File: config.mk
export PLATFORM = sky130hd
export DESIGN_NAME = pke_command_status
export DESIGN_NICKNAME = d
export VERILOG_FILES = /design/src/rtl/pke_pkg.sv /design/src/rtl/pke_command_status.sv
export SDC_FILE = /design/constraint.sdc
export NUM_CORES = 1
export LEC_CHECK = 0
export ABC_AREA = 1
export BUFFER_PORTS_ARGS = -buffer_cell sky130_fd_sc_hd__buf_2
export CAP_MARGIN = 0
export CORE_MARGIN = 10
export CORE_UTILIZATION = 30
export CTS_CLUSTER_DIAMETER = 80
export DETAILED_ROUTE_END_ITERATION = 16
export PLACE_DENSITY = 0.47
export SLEW_MARGIN = 15
export SYNTH_ARGS = -nofsm -noshare
export SYNTH_HDL_FRONTEND = slang
export SYNTH_SLANG_ARGS = --single-unit
File: constraint.sdc
create_clock -name clock -period 2.36 [get_ports clock]
set_input_delay 0.118 -clock clock [delete_from_list [all_inputs] [get_ports clock]]
set_output_delay 0.118 -clock clock [all_outputs]
set_load 0.02 [all_outputs]
File: src/rtl/pke_pkg.sv
`default_nettype none
package pke_pkg;
   // Register byte addresses
   localparam logic [7:0] CMD_ADDR = 8'h04;
   localparam logic [7:0] LAUNCH_ADDR = 8'h08;
   localparam logic [7:0] STATUS_ADDR = 8'h0c;
   // Values after reset
   localparam logic [31:0] CMD_RESET = 32'h0000_0000;
   localparam logic [7:0] FLAGS_RESET = 8'h00;
   // Writable command bits: recalc, signs, size, field, operation
   localparam logic [31:0] CMD_WR_MASK = 32'he000_ffff;
   // Field positions
   localparam int CMD_RECALC_BIT = 31;
   localparam int CMD_SIZE_LSB = 8;
   localparam int CMD_FIELD_BIT = 7;
   localparam int LAUNCH_BIT = 0;
   localparam int STAT_BUSY_BIT = 16;
   localparam int STAT_PRIME_BIT = 12;
   localparam int STAT_NOINV_BIT = 11;
   localparam int STAT_AB_BIT = 10;
   localparam int STAT_SIG_BIT = 9;
   // Operand length codes, in 64-bit double words
   localparam logic [7:0] SIZE_MIN = 8'h02;
   localparam logic [7:0] SIZE_MAX = 8'h40;
   localparam logic [7:0] SIZE_256 = 8'h04;
   // Operation classes
   localparam logic [2:0] CLS_PRIM = 3'h0;
   localparam logic [2:0] CLS_RSA = 3'h1;
   localparam logic [2:0] CLS_ECC = 3'h2;
   localparam logic [2:0] CLS_ECDSA = 3'h3;
   // Low codes with status side effects, and code validity limits
   localparam logic [3:0] PRIM_INV_ODD = 4'h6;
   localparam logic [3:0] PRIM_INV_EVEN = 4'h9;
   localparam logic [3:0] PRIM_MUL = 4'h8;
   localparam logic [3:0] PRIM_LAST = 4'ha;
   localparam logic [3:0] RSA_KEYGEN = 4'h1;
   localparam logic [3:0] RSA_LAST = 4'ha;
   localparam logic [3:0] RSA_SRP = 4'hc;
   localparam logic [3:0] DSA_SIGN = 4'h9;
   localparam logic [3:0] DSA_VERIFY = 4'ha;
   localparam logic [3:0] ECC_CHK_AB = 4'h3;
   localparam logic [3:0] ECC_CHK_N = 4'h4;
   localparam logic [3:0] ECC_CHK_PAIR = 4'h5;
   localparam logic [3:0] ECC_ON_CURVE = 4'h6;
   localparam logic [3:0] ECC_RESERVED = 4'h7;
   localparam logic [3:0] ECC_ED_FIRST = 4'h9;
   localparam logic [3:0] ECC_ED_VALID = 4'hb;
   localparam logic [3:0] ECC_LAST = 4'hc;
   localparam logic [3:0] ECDSA_VERIFY = 4'h1;
   localparam logic [3:0] ECDSA_LAST = 4'h5;
   // Engine sequencer states
   typedef enum logic [1:0] {
      PKE_IDLE = 2'b01,
      PKE_RUN = 2'b10
   } pke_state_t;
endpackage
`default_nettype wire

File: src/rtl/pke_command_status.sv
// Chosen here: the APB register port and the address map.
`default_nettype none
// Function
// - Command bits 15:8 give operand length in 64-bit words for this operation.
// - Lengths from code 0x02 (128 bits) to 0x40 (4096 bits) are accepted.
// - Large multiplier build: 256 bits or 1024 multiples, no 256-bit exponent ops.
// - Bits 6:4 pick class 0 to 3; classes 4 to 7 are reserved.
// - Primitive codes 1-6 are valid, 8-A valid in prime field only, others reserved.
// - RSA/CRT/DSA class forces prime field; codes 0-A and C valid.
// - ECC codes 0-6 and 8-C valid; 7 reserved.
// - ECDSA class codes 0-5 valid; others reserved.
// - Launch bit sampled on rising edge starts the held command.
// - Launch while running is ignored; launch clears when operation ends.
// - Busy status bit 16 is high while processing, falls at finish.
// - Bit 12 reads 1 for composite, 0 for probable prime.
// - Bit 11 set when inversion code 6 or 9 finds no inverse.
// - Bit 10 updated by AB check, set when curve parameters invalid.
// - Bit 9 flags bad signature after ECDSA, DSA, Ed25519 validity checks.
// - Bit 7 flags bad order n; bit 6 flags pair not below prime.
// - Bit 5 flags point at infinity; bit 4 flags point off curve.
// - Bits 3:0 hold address of last failing point.
// - Bit 31 forces R^2 mod N recompute; engine clears it when done.
module pke_command_status #(
   parameter bit BIG_MULT = 1'b0
) (
   input wire logic clock,
   input wire logic reset,
   input wire logic clockEnable,
   input wire logic psel,
   input wire logic penable,
   input wire logic pwrite,
   input wire logic [7:0] paddr,
   input wire logic [31:0] pwdata,
   output logic [31:0] prdata,
   output logic pready,
   output logic pslverr,
   output logic coreStart,
   output logic [6:0] coreOpcode,
   output logic coreField,
   output logic [7:0] coreSize,
   output logic coreRecalc,
   input wire logic coreDone,
   input wire logic coreR2Done,
   input wire logic coreComposite,
   input wire logic coreNoInverse,
   input wire logic coreAbBad,
   input wire logic coreSigBad,
   input wire logic coreNBad,
   input wire logic corePairBad,
   input wire logic coreInfinity,
   input wire logic coreOffCurve,
   input wire logic [3:0] coreFailAddr
);
   pke_pkg::pke_state_t state_reg;
   pke_pkg::pke_state_t state_next;
   logic [31:0] cmd_reg;
   logic [31:0] cmd_next;
   logic launch_reg;
   logic busy_reg;
   logic prime_reg;
   logic noInv_reg;
   logic abBad_reg;
   logic sigBad_reg;
   logic [7:0] flags_reg;
   logic [7:0] flags_next;
   logic [31:0] rdata_next;

   // Bus decode
   wire accessPhase = psel & penable;
   wire doWrite = accessPhase & pready & pwrite & clockEnable;
   wire hitCmd = paddr == pke_pkg::CMD_ADDR;
   wire hitLaunch = paddr == pke_pkg::LAUNCH_ADDR;
   wire hitStatus = paddr == pke_pkg::STATUS_ADDR;
   wire hitAny = hitCmd | hitLaunch | hitStatus;
   wire wrCmd = doWrite & hitCmd;
   wire wrLaunch = doWrite & hitLaunch & pwdata[pke_pkg::LAUNCH_BIT];
   wire wrStatus = doWrite & hitStatus;

   // Command fields of the held command
   wire [2:0] cls = cmd_reg[6:4];
   wire [3:0] low = cmd_reg[3:0];
   wire [7:0] opLen = cmd_reg[15:8];
   wire fieldBin = cmd_reg[pke_pkg::CMD_FIELD_BIT];

   // Operation code checks
   wire primOk = cls == pke_pkg::CLS_PRIM && low != 4'h0 &&
      low != 4'h7 && low <= pke_pkg::PRIM_LAST &&
      !(fieldBin && low >= pke_pkg::PRIM_MUL);
   wire rsaOk = cls == pke_pkg::CLS_RSA &&
      (low <= pke_pkg::RSA_LAST || low == pke_pkg::RSA_SRP);
   wire eccOk = cls == pke_pkg::CLS_ECC &&
      low != pke_pkg::ECC_RESERVED && low <= pke_pkg::ECC_LAST;
   wire ecdsaOk = cls == pke_pkg::CLS_ECDSA &&
      low <= pke_pkg::ECDSA_LAST;
   wire opOk = primOk | rsaOk | eccOk | ecdsaOk;

   // Operand length checks
   wire sizeInRange = opLen >= pke_pkg::SIZE_MIN &&
      opLen <= pke_pkg::SIZE_MAX;
   wire expOp = cls == pke_pkg::CLS_RSA || (cls == pke_pkg::CLS_ECC &&
      low >= pke_pkg::ECC_ED_FIRST);
   wire bigLenOk = opLen == pke_pkg::SIZE_256 ? !expOp :
      opLen[3:0] == 4'h0;
   wire sizeOk = sizeInRange && (!BIG_MULT || bigLenOk);
   wire cmdOk = opOk & sizeOk;

   // Launch accepted only from idle with a valid command
   wire isIdle = state_reg == pke_pkg::PKE_IDLE;
   wire isRun = state_reg == pke_pkg::PKE_RUN;
   wire launchNow = wrLaunch & isIdle & cmdOk;
   wire finish = isRun & coreDone;

   // Which status flags the finishing operation refreshes
   wire [3:0] runLow = coreOpcode[3:0];
   wire [2:0] runCls = coreOpcode[6:4];
   wire updPrime = runCls == pke_pkg::CLS_RSA &&
      runLow == pke_pkg::RSA_KEYGEN;
   wire updInv = runCls == pke_pkg::CLS_PRIM &&
      (runLow == pke_pkg::PRIM_INV_ODD ||
      runLow == pke_pkg::PRIM_INV_EVEN);
   wire updAb = runCls == pke_pkg::CLS_ECC &&
      runLow == pke_pkg::ECC_CHK_AB;
   wire updSig = (runCls == pke_pkg::CLS_ECDSA &&
      runLow <= pke_pkg::ECDSA_VERIFY) ||
      (runCls == pke_pkg::CLS_RSA && (runLow == pke_pkg::DSA_SIGN ||
      runLow == pke_pkg::DSA_VERIFY)) ||
      (runCls == pke_pkg::CLS_ECC &&
      runLow == pke_pkg::ECC_ED_VALID);
   wire updN = runCls == pke_pkg::CLS_ECC &&
      runLow == pke_pkg::ECC_CHK_N;
   wire updPair = runCls == pke_pkg::CLS_ECC &&
      runLow == pke_pkg::ECC_CHK_PAIR;
   wire updInf = runCls == pke_pkg::CLS_ECC ||
      runCls == pke_pkg::CLS_ECDSA;
   wire updOff = runCls == pke_pkg::CLS_ECC &&
      (runLow == pke_pkg::ECC_ON_CURVE ||
      runLow == pke_pkg::ECC_LAST);
   wire pointFail = (updN & coreNBad) | (updPair & corePairBad) |
      (updInf & coreInfinity) | (updOff & coreOffCurve);

   // Sequencer next state
   always_comb begin
      state_next = state_reg;
      case (state_reg)
         pke_pkg::PKE_IDLE: begin
            if (launchNow) begin
               state_next = pke_pkg::PKE_RUN;
            end
         end
         pke_pkg::PKE_RUN: begin
            if (coreDone) begin
               state_next = pke_pkg::PKE_IDLE;
            end
         end
         default: begin
            state_next = pke_pkg::PKE_IDLE;
         end
      endcase
   end

   // Command write; software set of recalc wins over engine clear
   always_comb begin
      cmd_next = cmd_reg;
      if (coreR2Done) begin
         cmd_next[pke_pkg::CMD_RECALC_BIT] = 1'b0;
      end
      if (wrCmd) begin
         cmd_next = pwdata & pke_pkg::CMD_WR_MASK;
      end
   end

   // Low status byte: software write, finishing operation wins
   always_comb begin
      flags_next = flags_reg;
      if (wrStatus) begin
         flags_next = pwdata[7:0];
      end
      if (finish) begin
         if (updN) begin
            flags_next[7] = coreNBad;
         end
         if (updPair) begin
            flags_next[6] = corePairBad;
         end
         if (updInf) begin
            flags_next[5] = coreInfinity;
         end
         if (updOff) begin
            flags_next[4] = coreOffCurve;
         end
         if (pointFail) begin
            flags_next[3:0] = coreFailAddr;
         end
      end
   end

   // Read data selection
   always_comb begin
      rdata_next = 32'h0000_0000;
      if (hitCmd) begin
         rdata_next = cmd_reg;
      end else if (hitLaunch) begin
         rdata_next[pke_pkg::LAUNCH_BIT] = launch_reg;
      end else if (hitStatus) begin
         rdata_next[pke_pkg::STAT_BUSY_BIT] = busy_reg;
         rdata_next[pke_pkg::STAT_PRIME_BIT] = prime_reg;
         rdata_next[pke_pkg::STAT_NOINV_BIT] = noInv_reg;
         rdata_next[pke_pkg::STAT_AB_BIT] = abBad_reg;
         rdata_next[pke_pkg::STAT_SIG_BIT] = sigBad_reg;
         rdata_next[7:0] = flags_reg;
      end
   end

   // APB answer: one wait state, error on unmapped address
   always_ff @(posedge clock or posedge reset) begin
      if (reset) begin
         pready <= 1'b0;
         pslverr <= 1'b0;
         prdata <= 32'h0000_0000;
      end else if (clockEnable) begin
         pready <= accessPhase & !pready;
         pslverr <= accessPhase & !pready & !hitAny;
         prdata <= (accessPhase & !pwrite) ? rdata_next : 32'h0000_0000;
      end
   end

   // Command register and sequencer
   always_ff @(posedge clock or posedge reset) begin
      if (reset) begin
         state_reg <= pke_pkg::PKE_IDLE;
         cmd_reg <= pke_pkg::CMD_RESET;
      end else if (clockEnable) begin
         state_reg <= state_next;
         cmd_reg <= cmd_next;
      end
   end

   // Launch and busy bits, engine start pulse
   always_ff @(posedge clock or posedge reset) begin
      if (reset) begin
         launch_reg <= 1'b0;
         busy_reg <= 1'b0;
         coreStart <= 1'b0;
      end else if (clockEnable) begin
         coreStart <= launchNow;
         if (launchNow) begin
            launch_reg <= 1'b1;
            busy_reg <= 1'b1;
         end else if (finish) begin
            launch_reg <= 1'b0;
            busy_reg <= 1'b0;
         end
      end
   end

   // Command handed to the arithmetic core, held for the run
   always_ff @(posedge clock or posedge reset) begin
      if (reset) begin
         coreOpcode <= 7'h00;
         coreField <= 1'b0;
         coreSize <= 8'h00;
         coreRecalc <= 1'b0;
      end else if (clockEnable && launchNow) begin
         coreOpcode <= cmd_reg[6:0];
         coreField <= fieldBin & (cls != pke_pkg::CLS_RSA);
         coreSize <= opLen;
         coreRecalc <= cmd_reg[pke_pkg::CMD_RECALC_BIT];
      end
   end

   // Result flags
   always_ff @(posedge clock or posedge reset) begin
      if (reset) begin
         prime_reg <= 1'b0;
         noInv_reg <= 1'b0;
         abBad_reg <= 1'b0;
         sigBad_reg <= 1'b0;
         flags_reg <= pke_pkg::FLAGS_RESET;
      end else if (clockEnable) begin
         flags_reg <= flags_next;
         if (finish && updPrime) begin
            prime_reg <= coreComposite;
         end
         if (finish && updInv) begin
            noInv_reg <= coreNoInverse;
         end
         if (finish && updAb) begin
            abBad_reg <= coreAbBad;
         end
         if (finish && updSig) begin
            sigBad_reg <= coreSigBad;
         end
      end
   end

   // Checks
   chk_busy_launch: assert property (@(posedge clock)
      disable iff (reset) busy_reg == launch_reg)
      else $error("busy and launch bits disagree");

   chk_start_once: assert property (@(posedge clock)
      disable iff (reset) coreStart && clockEnable |-> busy_reg ##1
      (!coreStart || !clockEnable))
      else $error("start pulse without busy or repeated");

   chk_run_ignore: assert property (@(posedge clock)
      disable iff (reset) busy_reg && !coreDone && clockEnable |=>
      busy_reg && !coreStart)
      else $error("launch not ignored while running");

   chk_done_clear: assert property (@(posedge clock)
      disable iff (reset) busy_reg && coreDone && clockEnable |=>
      !launch_reg && !busy_reg)
      else $error("launch bit not cleared at finish");

   chk_size_legal: assert property (@(posedge clock)
      disable iff (reset) coreStart |-> coreSize >= pke_pkg::SIZE_MIN &&
      coreSize <= pke_pkg::SIZE_MAX)
      else $error("illegal operand length started");

   chk_class_legal: assert property (@(posedge clock)
      disable iff (reset) coreStart |-> !coreOpcode[6])
      else $error("reserved class started");

   chk_rsa_field: assert property (@(posedge clock)
      disable iff (reset) coreStart && coreOpcode[6:4] ==
      pke_pkg::CLS_RSA |-> !coreField)
      else $error("binary field passed to RSA class");

   chk_noinv_update: assert property (@(posedge clock)
      disable iff (reset) finish && updInv && clockEnable |=>
      noInv_reg == $past(coreNoInverse))
      else $error("no-inverse flag not updated");

   chk_ab_update: assert property (@(posedge clock)
      disable iff (reset) finish && updAb && clockEnable |=>
      abBad_reg == $past(coreAbBad))
      else $error("curve AB flag not updated");

   chk_recalc_clear: assert property (@(posedge clock)
      disable iff (reset) coreR2Done && !wrCmd && clockEnable |=>
      !cmd_reg[pke_pkg::CMD_RECALC_BIT])
      else $error("recalc bit not cleared");

   chk_prime_update: assert property (@(posedge clock)
      disable iff (reset) finish && updPrime && clockEnable |=>
      prime_reg == $past(coreComposite))
      else $error("primality flag not updated");

   chk_sig_update: assert property (@(posedge clock)
      disable iff (reset) finish && updSig && clockEnable |=>
      sigBad_reg == $past(coreSigBad))
      else $error("signature flag not updated");

   chk_inf_update: assert property (@(posedge clock)
      disable iff (reset) finish && updInf && clockEnable |=>
      flags_reg[5] == $past(coreInfinity))
      else $error("infinity flag not updated");

   chk_fail_addr: assert property (@(posedge clock)
      disable iff (reset) finish && pointFail && clockEnable |=>
      flags_reg[3:0] == $past(coreFailAddr))
      else $error("failing point address not loaded");

   chk_launch_start: assert property (@(posedge clock)
      disable iff (reset) launchNow |=> busy_reg && coreStart)
      else $error("accepted launch did not start the engine");
endmodule
`default_nettype wire

==> results.cfg, run 1 <==
[synthesis]
synth-edff-count = 0
synth_most_common_cell = nand2_1
synth_ff_type = dfrtp_1
synth-seq-cells = 74
synth_async_sr_flop_share_pct = 100
synth_top_area_share_pct = 48.2
synthTopCellsByArea = dfrtp_1 48%, nand2_1 10%, nand3_1 5.3%
synth_commonest_cells = 103 x nand2_1, 73 x dfrtp_1, 53 x inv_1, 43 x nor2_1, 40 x nand3_1
ys_warn_count = 0
yosysSeqAreaShare_pct = 48.9
syn_avg_cell_area_um2 = 8.35
synth_area_um2 = 3790
yosysTopAreaCell = dfrtp_1
netlist_instances = 454
ys_types = 31

[power]
cellLeakagePower_uw = 0.00258
vdd_drop_max_mv = 0.364
powerDensity_nw_per_um2 = 623

[final_layout]
n_antenna_cell = 0
fill_cells = 1315
layout.nets = 607
drive_gt1_share_pct = 29.4
final_area_um2 = 4690
syn2layout_area_growth_pct = 23.8
largest_reg_flops = 20

[drt]
drc = 0
drt_iter0_drc = 162
drt-pass1-iter-count = 4
wirelength_um = 10700
vias = 3223
post_drt_wl_per_cell_um = 14.8
antenna_left = 0
via_per_inst = 4.48

[placed_design]
numPortBuffers = 86
hpwl_um = 8230
place_area_um2 = 4360
routabilityCongestion = 0.803

[hold_path]
worstHoldPathType = input port to flop
hold_depth = 3
min_from = coreAbBad
min_to = abBad_reg$_DFFE_PP0P_

[die]
die_h_um = 132
die_area_um2 = 17500
ios = 112
die_x_um = 132
rows = 40
initial_core_util_pct = 31.0
coreArea_um2 = 12200

[critical_path]
reg2reg_to = coreOpcode[5]$_DFFE_PP0P_
r2r_cells = 10
path_class = flop to flop
critical_path_buf_inv_count = 2
critical_path.max_stage_delay_ns = 0.53
crit_chain = inv_1, nor2_1, nand2_1, nor2_4, nand3_2, nor2_2, nand2_2, buf_12, nand2_2, o21ai_2
crit_path_end_kind = flop
cp-start-kind = flop
ff2ff_setup_slack_ns = 0.51
critPathSlowestCell = dfstp_2
cp.arrival_ns = 2.07
critPathLaunch = state_reg[0]$_DFFE_PP1P_
worst_ep_required_time_ns = 2.57
cp_max_fo = 22
r2r_start = state_reg[0]$_DFFE_PP1P_
cp_top_family = simple AND/OR/NAND/NOR gates
crit_path_frequent_cell = nand2_2

[clock_tree]
cts_sinks = 74
cts_buffer_depth = 2
clkTransAtPathRegs_ns = 0.06
root_buffer = clkbuf_16
insertion_delay_ns = 0.33
numCtsBuffers = 9
cts_tree = yes
h-tree-depth = 3

[global_routing]
grt_max_degree = 36
overflow = 0
grt_antenna_before_repair = 0
grt_pass1_vias = 3390
grt_pass1_wl_um = 18000
track_usage_pct = 12.5

[timing]
hold_viol_final = 0
setup_viol_count_final = 0
min_period_ns = 1.85
rsz0062_at_grt = false
skew_ns = 0.00466
whs_ns = 0.0180
fin_crit_sh_pct = 78.6
max_freq_ghz = 0.539
drv_slew = 0
finalSetupTns_ns = 0

[run_status]
outcome = finished, final reports clean

[flow_run]
drv_cap = 0
-- cell usage in the layout (no fill, tap or decap), drive strengths merged, types with 2 or more instances in the layout --
master	n
a21oi	19
a32o	2
buf	93
clkbuf	13
conb	12
dfrtp	73
dlygate4sd3	3
inv	57
mux2	2
mux2i	3
nand2	122
nand3	43
nand4	3
nor2	50
nor3	2
o211ai	13
o21ai	35
-- through the flow --
| stage | util (%) | total power (uW) | setup WS, ns | std cells |
|---|---|---|---|---|
| 6_report | 38.4 | 2920 | 0.505 | 719 |
| 5_1_grt | 38.4 | 3050 | 0.318 | 719 |
| 4_1_cts | 38.4 | 2960 | 0.481 | 719 |
| 3_5_place_dp | 35.7 | 1550 | 0.500 | 701 |
| 3_3_place_gp | 35.7 | 1540 | 0.535 | 701 |
| 2_1_floorplan | - | 1480 | 0.362 | 465 |
-- layout make-up --
| class | count | area [um2] | area share [%] |
|---|---|---|---|
| sequential | 74 | 1850 | 39.5 |
| multi-input combinational | 309 | 1590 | 33.8 |
| timing repair buffer | 96 | 526 | 11.2 |
| clock buffer | 13 | 270 | 5.76 |
| inverter | 57 | 214 | 4.56 |
| tap | 168 | 210 | 4.48 |
| clock inverter | 2 | 35.0 | 0.746 |
-- repair_timing --
item | in CTS | in global routing
resized for setup | 0 | 0
hold buffers | 3 | 0
hold endpoints to repair | 8 | 0
setup buffers | 0 | 0
-- worst register-to-register path, stage by stage (launching register included) --
cell and delay (ns):
dfstp_2 0.53, inv_1 0.06, nor2_1 0.17, nand2_1 0.12
nor2_4 0.12, nand3_2 0.06, nor2_2 0.09, nand2_2 0.22
buf_12 0.26, nand2_2 0.07, o21ai_2 0.05
-- logic make-up (layout without fill, tap and decap cells) --
group	after synthesis	count (layout)	share of synthesized area [%]
flip-flops	74	74	48.9
buffers and inverters	82	168	10.4
AO/OA/AOI/OAI	72	72	12.7
AND/OR/NAND/NOR	220	220	26.5
other	1	12	0.0989
multiplexers	5	5	1.39
-- worst max-delay path by stage --
stage / cells after the start / endpoint / slack, ns
2_1_floorplan: 1 / abBad_reg$_DFFE_PP0P_ / 0.36
3_3_place_gp: 10 / coreSize[0]$_DFFE_PP0P_ / 0.54
3_5_place_dp: 10 / coreOpcode[5]$_DFFE_PP0P_ / 0.50
4_1_cts: 10 / coreOpcode[5]$_DFFE_PP0P_ / 0.48
5_1_grt: 12 / coreRecalc$_DFFE_PP0P_ / 0.32
6_report: 10 / coreOpcode[5]$_DFFE_PP0P_ / 0.51
-- power breakdown --
part           internal [uW]  switching (uW)
combinational           70.8             142
sequential              1300            17.4
clock                    898             498
total                   2270             656
-- layer usage --
metal / share of wire, % / global-route usage (%) / routed length (um)
met5: 0 / 0 / 0
met4: 0.71 / 3.79 / 76
met3: 6.4 / 4.15 / 682
met2: 49 / 20.9 / 5270
met1: 43 / 14.9 / 4630
Power figures use the tool's default switching activity.
==> run 2: changes to the inputs <==
==> constraint.sdc (replaced) <==
create_clock -name clock -period 1.9 [get_ports clock]
set_input_delay 0.095 -clock clock [delete_from_list [all_inputs] [get_ports clock]]
set_output_delay 0.095 -clock clock [all_outputs]
set_load 0.02 [all_outputs]
==> results.cfg, run 2 (synthesized netlist as in run 1, its figures left out) <==
[clock_tree]
cts_tree = yes
root_buffer = clkbuf_16
cts_setup_buffers = 0
h-tree-depth = 3
cts_sinks = 74
clkTransAtPathRegs_ns = 0.06
insertion_delay_ns = 0.33
cts_buffer_depth = 2
numCtsBuffers = 9

[timing]
hold_viol_final = 0
max_freq_ghz = 0.591
drv_slew = 0
fin_crit_sh_pct = 89.1
skew_ns = 0.00369
whs_ns = 0.0125
rsz0062_at_grt = false
min_period_ns = 1.69
setup_viol_count_final = 0
finalSetupTns_ns = 0

[critical_path]
reg2reg_to = coreOpcode[3]$_DFFE_PP0P_
crit_chain = inv_1, nand3_2, nand2_1, nand2_1, nand2_1, nor2_1, nand2_1, nand2_2, buf_12, nand2_2, o21ai_2
cp-start-kind = flop
cp_top_family = simple AND/OR/NAND/NOR gates
crit_path_end_kind = flop
r2r_cells = 11
crit_path_frequent_cell = nand2_1
critical_path.max_stage_delay_ns = 0.41
r2r_start = cmd_reg[5]$_DFFE_PP0P_
path_class = flop to flop
cp_max_fo = 15
ff2ff_setup_slack_ns = 0.21
cp.arrival_ns = 1.91
critical_path_buf_inv_count = 2
worst_ep_required_time_ns = 2.12
critPathSlowestCell = dfrtp_1

[drt]
drt_iter0_drc = 171
via_per_inst = 4.50
drt-pass1-iter-count = 4
post_drt_wl_per_cell_um = 15.1
drc = 0
wirelength_um = 11000
vias = 3268
antenna_left = 0

[final_layout]
layout.nets = 617
final_common_cell = nand2_1
drive_gt1_share_pct = 29.5
seq_area_um2 = 1850
stdcell_count = 727
n_antenna_cell = 0
multi_input_area_um2 = 1590
fill_cells = 1293
layout_common_cells = 103 x nand2_1, 86 x buf_2, 73 x dfrtp_1
syn2layout_area_growth_pct = 25.7
largest_reg_flops = 20

[global_routing]
overflow = 0
grt_pass1_wl_um = 18300
grt_pass1_vias = 3471
grt_antenna_before_repair = 0
grt_max_degree = 38
track_usage_pct = 12.9

[die]
initial_core_util_pct = 31.0
ios = 112
die_h_um = 132
die_area_um2 = 17500
die_x_um = 132
coreArea_um2 = 12200
rows = 40

[placed_design]
dpl.cell_count = 707
hpwl_um = 8410
numPortBuffers = 86
routabilityCongestion = 0.781

[run_status]
outcome = finished, final reports clean

[power]
power_uw = 3450
powerDensity_nw_per_um2 = 724
vdd_drop_max_mv = 0.497
cellLeakagePower_uw = 0.00262

[hold_path]
min_from = coreNBad
min_to = flags_reg[7]$_DFFE_PP0P_
hold_depth = 3
worstHoldPathType = input port to flop

[flow_run]
drv_cap = 0
[run 2: stage by stage]
step	setup WS (ns)	instance area, um2	util, %
final	0.207	4760	39.0
after floorplan	0.372	3830	-
after global placement	0.219	4430	36.3
after CTS	0.182	4760	39.0
after global routing	0.0371	4760	39.0
after detailed placement	0.201	4430	36.3
[run 2: worst max path at each step]
stage	start	end	slack, ns	cells past startpoint
floorplan	state_reg[0]$_DFFE_PP1P_	coreOpcode[3]$_DFFE_PP0P_	0.37	10
global placement	state_reg[0]$_DFFE_PP1P_	coreRecalc$_DFFE_PP0P_	0.22	11
detailed placement	state_reg[0]$_DFFE_PP1P_	coreRecalc$_DFFE_PP0P_	0.20	11
CTS	state_reg[0]$_DFFE_PP1P_	coreRecalc$_DFFE_PP0P_	0.18	11
global route	cmd_reg[5]$_DFFE_PP0P_	coreRecalc$_DFFE_PP0P_	0.04	12
finish	cmd_reg[5]$_DFFE_PP0P_	coreOpcode[3]$_DFFE_PP0P_	0.21	11
[run 2: cell type report]
class | count | share of cell area [%]
sequential | 74 | 38.9
clock buffer | 13 | 5.47
inverter | 57 | 4.57
tap | 168 | 4.41
timing repair buffer | 106 | 13.3
multi-input combinational | 309 | 33.3
[run 2: metal layers]
metal	vias to the layer above	wire length (um)	GRT usage (%)
met2	83	5340	21.2
met4	0	141	3.36
met1	1535	4780	15.3
met3	11	736	5.18
met5	-	0	0
li1	1639	-	-
[run 2: repair_timing]
item | 4_1_cts | 5_1_grt
hold buffers | 7 | 0
endpoints found under the hold margin | 24 | 0
resized for setup | 0 | 0
[run 2: report_power, final]
group | total [uW] | switching, uW | internal, uW
sequential | 1640 | 21.1 | 1610
combinational | 271 | 175 | 96.5
clock | 1540 | 605 | 934
total | 3450 | 801 | 2640
[run 2: tightest hold or removal path, delay by kind of cell]
family                 cells  cell delay, ns
AOI/OAI and AO/OA          1            0.07
buffers and inverters      2            0.14
